File: config.mk
export PLATFORM = sky130hd
export DESIGN_NAME = fesh_host
export DESIGN_NICKNAME = d
export VERILOG_FILES = /design/src/fesh_pkg.sv /design/src/fesh_host.sv
export SDC_FILE = /design/constraint.sdc
export NUM_CORES = 1
export LEC_CHECK = 0
export BUFFER_PORTS_ARGS = -buffer_cell sky130_fd_sc_hd__buf_2
export CORE_MARGIN = 2
export CORE_UTILIZATION = 35
export CTS_CLUSTER_DIAMETER = 50
export DETAILED_ROUTE_END_ITERATION = 10
export GPL_TIMING_DRIVEN = 0
export MAX_ROUTING_LAYER = met4
export PLACE_DENSITY = 0.61
export SYNTH_ARGS = -nofsm -noshare
export SYNTH_HDL_FRONTEND = slang
export SYNTH_SLANG_ARGS = --single-unit
File: constraint.sdc
create_clock -name clock -period 5.79 [get_ports clock]
set_input_delay 0.2895 -clock clock [delete_from_list [all_inputs] [get_ports clock]]
set_output_delay 0.2895 -clock clock [all_outputs]
set_load 0.05 [all_outputs]
File: src/fesh_pkg.sv
// Purpose: Constants for the flash erase/suspend host controller
// Assumes: 16-bit word-addressed parallel NOR flash, Avalon-MM command port
// Notes:   Command codes, unlock addresses, register map and strobe timing
package fesh_pkg;
  // Flash command addresses and data
  localparam logic [15:0] FESH_UNLOCK1_ADDR = 16'h0555; // First unlock address
  localparam logic [15:0] FESH_UNLOCK2_ADDR = 16'h02aa; // Second unlock address
  localparam logic [15:0] FESH_UNLOCK1_DATA = 16'h00aa; // First unlock data
  localparam logic [15:0] FESH_UNLOCK2_DATA = 16'h0055; // Second unlock data
  localparam logic [15:0] FESH_ERASE_SETUP  = 16'h0080; // Erase setup code
  localparam logic [15:0] FESH_CHIP_ERASE   = 16'h0010; // Chip erase code
  localparam logic [15:0] FESH_SECTOR_ERASE = 16'h0030; // Sector erase code
  localparam logic [15:0] FESH_SUSPEND      = 16'h00b0; // Erase suspend code
  localparam logic [15:0] FESH_RESUME       = 16'h0030; // Erase resume code
  localparam logic [15:0] FESH_QUERY_ADDR   = 16'h0055; // Overlay entry offset
  localparam logic [15:0] FESH_QUERY_ENTER  = 16'h0098; // Overlay entry code
  localparam logic [15:0] FESH_EXIT         = 16'h00f0; // Overlay exit code
  localparam logic [15:0] FESH_STATUS_ADDR  = 16'h0555; // Status read address
  localparam logic [15:0] FESH_STATUS_READ  = 16'h0070; // Status read code
  localparam logic [15:0] FESH_STATUS_CLEAR = 16'h0071; // Status clear code
  localparam logic [15:0] FESH_PROT_OFFSET  = 16'h0002; // Protection word offset
  // Status word bit positions
  localparam int FESH_SR_BUSY    = 7;
  localparam int FESH_SR_ESUSP   = 6;
  localparam int FESH_SR_EFAIL   = 5;
  localparam int FESH_SR_LOCKED  = 1;
  localparam int FESH_PROT_BIT   = 0;
  // Register map, byte addresses on Avalon
  localparam logic [3:0] FESH_REG_CMD    = 4'h0; // Command, write starts op
  localparam logic [3:0] FESH_REG_ADDR   = 4'h4; // Target flash word address
  localparam logic [3:0] FESH_REG_STATUS = 4'h8; // Controller status
  localparam logic [3:0] FESH_REG_RESULT = 4'hc; // Last word read from flash
  // Command codes written to FESH_REG_CMD
  localparam logic [2:0] FESH_OP_CHIP    = 3'h1;
  localparam logic [2:0] FESH_OP_SECTOR  = 3'h2;
  localparam logic [2:0] FESH_OP_SUSPEND = 3'h3;
  localparam logic [2:0] FESH_OP_RESUME  = 3'h4;
  localparam logic [2:0] FESH_OP_STATUS  = 3'h5;
  localparam logic [2:0] FESH_OP_PROT    = 3'h6;
  localparam logic [2:0] FESH_OP_HWRESET = 3'h7;
  localparam logic [2:0] FESH_OP_CLEAR   = 3'h0;
  // Strobe timing at 40 MHz
  localparam int FESH_CLK_MHZ      = 40;
  localparam int FESH_T_PULSE_NS   = 50;  // Least strobe low time
  localparam int FESH_T_RESET_NS   = 500; // Least hardware reset pulse
  localparam int FESH_T_RECOV_NS   = 35000; // Reset recovery time
  localparam int FESH_PULSE_CYC = (FESH_T_PULSE_NS * FESH_CLK_MHZ + 999) / 1000;
  localparam int FESH_RESET_CYC = (FESH_T_RESET_NS * FESH_CLK_MHZ + 999) / 1000;
  localparam int FESH_RECOV_CYC = (FESH_T_RECOV_NS * FESH_CLK_MHZ + 999) / 1000;
  // Controller phase
  typedef enum logic [2:0] {
    FESH_IDLE, FESH_DRIVE, FESH_STROBE, FESH_HOLD, FESH_RSTLOW, FESH_RECOVER
  } fesh_state_t;
endpackage : fesh_pkg

File: src/fesh_host.sv
// Purpose: Host controller driving erase, suspend, resume and overlays on a NOR flash
// Assumes: Avalon-MM slave with waitrequest; flash pins synchronous to clock
// Notes:   One bus cycle per flash write or read, sequences from a small ROM
//
// Contract
// - Chip erase: six writes, busy follows
// - Sector erase: sixth write carries sector address
// - After abort host reissues whole erase sequence
// - Program failure: clear, then resume erase
// - New sector needs exit and reentry
// - Enter with 98h at 55h, exit F0h
// - Unlock: AA at 555, 55 at 2AA
// - Suspend B0h, resume 30h, address ignored
`timescale 1ns/10ps
module fesh_host
  import fesh_pkg::*;
#(
  parameter int ADDR_W    = 16,             // Flash word address width
  parameter int RECOV_CYC = FESH_RECOV_CYC  // Reset recovery count, shortenable
) (
  input  wire  logic              clock,
  input  wire  logic              rst,
  // Avalon-MM slave
  input  wire  logic [3:0]        avs_address,
  input  wire  logic              avs_read,
  input  wire  logic              avs_write,
  input  wire  logic [31:0]       avs_writedata,
  output logic [31:0]             avs_readdata,
  output logic                    avs_waitrequest,
  // Flash pins
  output logic [ADDR_W-1:0]       flash_addr,
  input  wire  logic [15:0]       flash_dq_in,
  output logic [15:0]             flash_dq_out,
  output logic                    flash_dq_oe,
  output logic                    flash_ce_n,
  output logic                    flash_oe_n,
  output logic                    flash_we_n,
  output logic                    flash_reset_n,
  input  wire  logic              ready_busy_n
);
  localparam logic [2:0] STEP_LAST = 3'h5; // Index of sixth write

  // Mode the controller believes the device is in
  typedef enum logic [2:0] {
    FESH_M_READ, FESH_M_CHIP, FESH_M_SECTOR, FESH_M_SUSP, FESH_M_QUERY
  } fesh_mode_t;

  fesh_state_t       state_reg, state_next;     // Bus phase
  fesh_mode_t        mode_reg, mode_next;       // Device mode as tracked
  logic [2:0]        op_reg, op_next;           // Operation under way
  logic [2:0]        step_reg, step_next;       // Write index in sequence
  logic [15:0]       cnt_reg, cnt_next;         // Strobe/reset timer
  logic [ADDR_W-1:0] target_reg, target_next;   // Sector or word address
  logic [15:0]       result_reg, result_next;   // Last flash read
  logic              rejected_reg, rejected_next; // Last command refused
  logic              is_read_reg, is_read_next; // Current cycle is a read
  logic [ADDR_W-1:0] faddr_reg, faddr_next;
  logic [15:0]       fdq_reg, fdq_next;
  logic              foe_reg, foe_next;         // Data output enable
  // Strobes are held at pin level so each pin comes straight from its flop
  logic              ce_n_reg, ce_n_next;       // Chip select pin, active low
  logic              oe_n_reg, oe_n_next;       // Output enable pin, active low
  logic              we_n_reg, we_n_next;       // Write strobe pin, active low
  logic              frst_reg, frst_next;       // Reset pin level, low resets
  logic [31:0]       rdata_reg, rdata_next;
  logic              wait_reg, wait_next;
  logic [ADDR_W-1:0] seq_addr;                  // Address of this write
  logic [15:0]       seq_data;                  // Data of this write
  logic [2:0]        seq_last;                  // Last step of the sequence
  logic              allowed;                   // Command legal in this mode
  logic [2:0]        new_op;
  logic [15:0]       max_cnt;

  // Write sequence table: address and data per step of each operation
  always_comb begin
    seq_addr = '0;
    seq_data = '0;
    seq_last = '0;
    unique case (op_reg)
      FESH_OP_CHIP, FESH_OP_SECTOR: begin
        seq_last = STEP_LAST;
        unique case (step_reg)
          3'h0:    begin seq_addr = ADDR_W'(FESH_UNLOCK1_ADDR); seq_data = FESH_UNLOCK1_DATA; end
          3'h1:    begin seq_addr = ADDR_W'(FESH_UNLOCK2_ADDR); seq_data = FESH_UNLOCK2_DATA; end
          3'h2:    begin seq_addr = ADDR_W'(FESH_UNLOCK1_ADDR); seq_data = FESH_ERASE_SETUP; end
          3'h3:    begin seq_addr = ADDR_W'(FESH_UNLOCK1_ADDR); seq_data = FESH_UNLOCK1_DATA; end
          3'h4:    begin seq_addr = ADDR_W'(FESH_UNLOCK2_ADDR); seq_data = FESH_UNLOCK2_DATA; end
          default: begin
            // Sixth write picks chip or sector erase
            if (op_reg == FESH_OP_CHIP) begin
              seq_addr = ADDR_W'(FESH_UNLOCK1_ADDR);
              seq_data = FESH_CHIP_ERASE;
            end else begin
              seq_addr = target_reg;
              seq_data = FESH_SECTOR_ERASE;
            end
          end
        endcase
      end
      FESH_OP_SUSPEND: seq_data = FESH_SUSPEND;
      FESH_OP_RESUME:  seq_data = FESH_RESUME;
      FESH_OP_CLEAR: begin
        seq_addr = ADDR_W'(FESH_STATUS_ADDR);
        seq_data = FESH_STATUS_CLEAR;
      end
      FESH_OP_STATUS: begin
        // Step 0 latches status, step 1 reads it back and leaves the overlay
        seq_last = 3'h1;
        seq_addr = ADDR_W'(FESH_STATUS_ADDR);
        seq_data = FESH_STATUS_READ;
      end
      FESH_OP_PROT: begin
        // Enter with sector address, read offset 2, then exit
        seq_last = 3'h2;
        unique case (step_reg)
          3'h0:    begin seq_addr = target_reg | ADDR_W'(FESH_QUERY_ADDR); seq_data = FESH_QUERY_ENTER; end
          3'h1:    seq_addr = target_reg | ADDR_W'(FESH_PROT_OFFSET);
          default: seq_data = FESH_EXIT;
        endcase
      end
      default: ;
    endcase
  end

  // Command legality against the tracked device mode
  always_comb begin
    new_op  = avs_writedata[2:0];
    allowed = 1'b0;
    unique case (new_op)
      FESH_OP_HWRESET: allowed = 1'b1;
      FESH_OP_STATUS:  allowed = 1'b1;
      FESH_OP_CHIP, FESH_OP_SECTOR, FESH_OP_PROT:
        allowed = (mode_reg == FESH_M_READ);
      FESH_OP_SUSPEND: allowed = (mode_reg == FESH_M_SECTOR);
      FESH_OP_RESUME:  allowed = (mode_reg == FESH_M_SUSP);
      FESH_OP_CLEAR:   allowed = (mode_reg == FESH_M_READ) || (mode_reg == FESH_M_SUSP);
      default: ;
    endcase
  end

  // Main sequencer and bus slave
  always_comb begin
    state_next    = state_reg;
    mode_next     = mode_reg;
    op_next       = op_reg;
    step_next     = step_reg;
    cnt_next      = cnt_reg;
    target_next   = target_reg;
    result_next   = result_reg;
    rejected_next = rejected_reg;
    is_read_next  = is_read_reg;
    faddr_next    = faddr_reg;
    fdq_next      = fdq_reg;
    foe_next      = foe_reg;
    ce_n_next     = ce_n_reg;
    oe_n_next     = oe_n_reg;
    we_n_next     = we_n_reg;
    frst_next     = frst_reg;
    rdata_next    = rdata_reg;
    wait_next     = 1'b1;
    max_cnt       = 16'(FESH_PULSE_CYC - 1);
    // Device leaves erase on its own when ready rises (erase done; not while a suspend is under way)
    if ((mode_reg == FESH_M_CHIP || mode_reg == FESH_M_SECTOR) && ready_busy_n &&
        state_reg == FESH_IDLE && op_reg != FESH_OP_SUSPEND)
      mode_next = FESH_M_READ;
    unique case (state_reg)
      FESH_IDLE: begin
        // Registers answer in the cycle after the request is seen
        if ((avs_read || avs_write) && !wait_reg) begin
          wait_next = 1'b1;
        end else if (avs_read) begin
          wait_next = 1'b0;
          unique case (avs_address)
            FESH_REG_ADDR:   rdata_next = 32'(target_reg);
            FESH_REG_STATUS: rdata_next = {27'h0, rejected_reg, ready_busy_n, mode_reg};
            FESH_REG_RESULT: rdata_next = {16'h0, result_reg};
            default:         rdata_next = 32'h0;
          endcase
        end else if (avs_write) begin
          wait_next = 1'b0;
          if (avs_address == FESH_REG_ADDR)
            target_next = avs_writedata[ADDR_W-1:0];
          else if (avs_address == FESH_REG_CMD) begin
            rejected_next = !allowed;
            if (allowed) begin
              op_next   = new_op;
              step_next = '0;
              cnt_next  = '0;
              state_next = (new_op == FESH_OP_HWRESET) ? FESH_RSTLOW : FESH_DRIVE;
              frst_next  = (new_op != FESH_OP_HWRESET);
            end
          end
        end
      end
      FESH_DRIVE: begin
        // Present address and data one cycle before the strobe
        is_read_next = (op_reg == FESH_OP_STATUS && step_reg == 3'h1) ||
                       (op_reg == FESH_OP_PROT && step_reg == 3'h1);
        faddr_next = seq_addr;
        fdq_next   = seq_data;
        foe_next   = !is_read_next;
        ce_n_next  = 1'b0;
        state_next = FESH_STROBE;
      end
      FESH_STROBE: begin
        oe_n_next = !is_read_reg;
        we_n_next = is_read_reg;
        cnt_next = cnt_reg + 16'h1;
        if (cnt_reg == max_cnt) begin
          state_next = FESH_HOLD;
          cnt_next   = '0;
        end
      end
      FESH_HOLD: begin
        // Strobes rise here; the device acts on this edge
        if (is_read_reg)
          result_next = flash_dq_in;
        oe_n_next = 1'b1;
        we_n_next = 1'b1;
        ce_n_next = 1'b1;
        foe_next  = 1'b0;
        if (step_reg == seq_last) begin
          state_next = FESH_IDLE;
          unique case (op_reg)
            FESH_OP_CHIP:    mode_next = FESH_M_CHIP;
            FESH_OP_SECTOR:  mode_next = FESH_M_SECTOR;
            FESH_OP_SUSPEND: mode_next = FESH_M_SUSP;
            FESH_OP_RESUME:  mode_next = FESH_M_SECTOR;
            default: ;
          endcase
          op_next = FESH_OP_CLEAR;
        end else begin
          step_next  = step_reg + 3'h1;
          state_next = FESH_DRIVE;
        end
      end
      FESH_RSTLOW: begin
        frst_next = 1'b0;
        cnt_next  = cnt_reg + 16'h1;
        if (cnt_reg == 16'(FESH_RESET_CYC - 1)) begin
          frst_next  = 1'b1;
          cnt_next   = '0;
          state_next = FESH_RECOVER;
        end
      end
      FESH_RECOVER: begin
        cnt_next = cnt_reg + 16'h1;
        if (cnt_reg == 16'(RECOV_CYC - 1)) begin
          mode_next  = FESH_M_READ;
          op_next    = FESH_OP_CLEAR;
          state_next = FESH_IDLE;
        end
      end
      default: state_next = FESH_IDLE;
    endcase
  end

  // Register all state
  always_ff @(posedge clock) begin
    if (rst) begin
      state_reg    <= FESH_IDLE;
      mode_reg     <= FESH_M_READ;
      op_reg       <= FESH_OP_CLEAR;
      step_reg     <= '0;
      cnt_reg      <= '0;
      target_reg   <= '0;
      result_reg   <= '0;
      rejected_reg <= 1'b0;
      is_read_reg  <= 1'b0;
      faddr_reg    <= '0;
      fdq_reg      <= '0;
      foe_reg      <= 1'b0;
      ce_n_reg     <= 1'b1;
      oe_n_reg     <= 1'b1;
      we_n_reg     <= 1'b1;
      frst_reg     <= 1'b1;
      rdata_reg    <= '0;
      wait_reg     <= 1'b1;
    end else begin
      state_reg    <= state_next;
      mode_reg     <= mode_next;
      op_reg       <= op_next;
      step_reg     <= step_next;
      cnt_reg      <= cnt_next;
      target_reg   <= target_next;
      result_reg   <= result_next;
      rejected_reg <= rejected_next;
      is_read_reg  <= is_read_next;
      faddr_reg    <= faddr_next;
      fdq_reg      <= fdq_next;
      foe_reg      <= foe_next;
      ce_n_reg     <= ce_n_next;
      oe_n_reg     <= oe_n_next;
      we_n_reg     <= we_n_next;
      frst_reg     <= frst_next;
      rdata_reg    <= rdata_next;
      wait_reg     <= wait_next;
    end
  end

  // Outputs straight from flops
  assign avs_readdata    = rdata_reg;
  assign avs_waitrequest = wait_reg;
  assign flash_addr      = faddr_reg;
  assign flash_dq_out    = fdq_reg;
  assign flash_dq_oe     = foe_reg;
  assign flash_ce_n      = ce_n_reg;
  assign flash_oe_n      = oe_n_reg;
  assign flash_we_n      = we_n_reg;
  assign flash_reset_n   = frst_reg;
endmodule : fesh_host

==> run metrics <==
outcome completed; filler cell count 1651; DR DRC count 0; Final Hold Vio Count 0; XOR/XNOR Fraction of Synth Area 0.0138; setup bufs post-CTS 0; Req. time, crit path 6.09 ns; setup TNS 0 ns; cts repair resizes 0; global route overflow 0; CTS tree done; ANT cells 0; final setup fails 0; final hold slack 0.165 ns; layout cells sized above 1 0.194; CTS Buf Count 9; all-layer global routing usage 0.191; top cell type's share of synthesized area 0.379; Synth Register Bits 108; fin crit period 2.75 ns; Mapped Cells 706; detailed-placement wirelength estimate 12300 um; share of flip-flops with an asynchronous set or reset 0; clock buffer depth 2; Detailed Route Iter0 Violations 505; EDFF count, synth 0; num ports 127; Vert. Die Dim 132 um; Slew Viols, Final 0; drt pass-1 iters 5; WL/cell 15.9 um; RSZ-0062 raised after global routing false; largest family of logic cells by synthesized area simple AND/OR/NAND/NOR gates; GP Congestion 0.891; post-synthesis simple-gate area fraction 0.276; Synth Area in Adders 0.0154; TritonCTS Sinks 108; Max VDD drop 0.180 mV; syn avg cell area 8.07 um^2; DR vias 5455; Final nets 887; first-pass GRT wire length 25900 um; CTS root buffer clkbuf_16; Max Clock Skew 0.0134 ns; CORE AREA 15900 um^2; Synth Cell Area 5700 um^2; crit path DAT 3.05 ns; Synth area leaders dfxtp_1, nand2_1, a21oi_1; post-synthesis cell type count 74; Slew HR 0.448; commonest non-fill, non-tap cells in the layout nand2_1, dfxtp_1, buf_2; Final period util 0.476; commonest non-fill, non-tap cell in the layout nand2_1; Die ar. 17300 um^2; CTS clk-pin slew, worst paths 0.08 ns; Via density 5.23; Hold Buf Count CTS 0; # rows 46; YS warnings 0; Worst-Skew Late Latency 0.36 ns; static leakage 2.72 nW; Util after Layout 0.426; crit start category flip-flop; power density cells 347 nW/um^2; Initial Util 0.359; area leader, netlist dfxtp_1; Compound-Gate Fraction of Synth Area 0.213; H-tree depth 3; largest net degree at the start of global routing 21; final wirelength 16600 um; Worst Max-Slew Pin Slew 0.816 ns; kind of critical path reg -> reg; vias in the first global route 4784; mux cell area share after synthesis 0.0259; Fmax 363 MHz; Max-Cap Viols 0; CP Max Fanout 10; Synth-to-Final Area Change 18.7%; initial antenna violation count 0; most used flip-flop cell after synthesis dfxtp_1; Crit. End Element flip-flop; port buffer count 83; Hold WC Path Type in -> reg; Seq/Total Area, Yosys 0.379; Routed Antenna Nets 0; Die X 132 um
[Yosys cell counts (all sizes together), types with 10 or more instances]
master and count:
clkbuf 32, dfxtp 108, nor2 54, nor4 11, nand3 22, o21ai 27
a22o 10, a21oi 71, nor3 24, nand2 115, buf 39, a22oi 21
[power breakdown]
part           internal, mW  leakage, nW  switching, mW  total (mW)
Clock                 0.304        0.145          0.306       0.610
Sequential            0.803        0.871         0.0479       0.851
Combinational         0.254         1.70          0.629       0.883
[stage by stage]
step / power (mW) / cells / instance area, um^2 / setup WS (ns)
6_report: 2.34 / 1044 / 6760 / 3.04
2_1_floorplan: 1.52 / 729 / 5780 / 3.48
3_3_place_gp: 1.74 / 1028 / 6470 / 3.12
4_1_cts: 2.35 / 1044 / 6760 / 3.08
3_5_place_dp: 1.74 / 1028 / 6470 / 3.09
5_1_grt: 2.47 / 1044 / 6760 / 2.74
[cell families after synthesis]
| group | Yosys count |
|---|---|
| other | 1 |
| adders and majority gates | 7 |
| xor gates and xnor gates | 9 |
| DFF | 108 |
| buffers and inverters | 79 |
| AOI/OAI and AO/OA | 182 |
| and+or+nand+nor | 306 |
| muxes | 14 |
[layout make-up]
class | instances | area, um^2 | share of cell area
buffer | 71 | 399 | 0.0590
sequential | 108 | 2160 | 0.320
timing repair buffer | 83 | 415 | 0.0614
tap | 216 | 270 | 0.0400
multi-input combinational | 542 | 3190 | 0.472
inverter | 8 | 30.0 | 0.00444
clock inverter | 7 | 67.6 | 0.00999
clock buffer | 9 | 225 | 0.0333
[routing by layer]
layer,up-vias,GRT usage,share of wire
met1,2549,0.270,0.49
met4,0,0.0356,0.010
met2,170,0.284,0.44
met5,-,-,0
li1,2723,-,-
met3,13,0.0394,0.056
[critical path, cell delays in order, from the launching register on]
cell and delay [ns]:
dfxtp_1 0.37, clkbuf_1 0.35, inv_1 0.14, ha_1 0.20, clkbuf_1 0.19, o21ba_1 0.28, or3_1 0.38, a2111oi_4 0.54
a22oi_1 0.13, nor2_1 0.11
[worst paths after layout]
| check | startpoint | endpoint | slack, ns | depth (start not counted) |
|---|---|---|---|---|
| worst min-delay path | avs_writedata[13] | target_reg[13] | 0.16 | 3 |
| worst max register to register | step_reg[1] | flash_addr[12] | 3.04 | 9 |
| worst min register to register | flash_addr[6] | flash_addr[6] | 0.45 | 2 |
| worst max-delay path | step_reg[1] | flash_addr[12] | 3.04 | 9 |
Power figures use the tool's default switching activity.
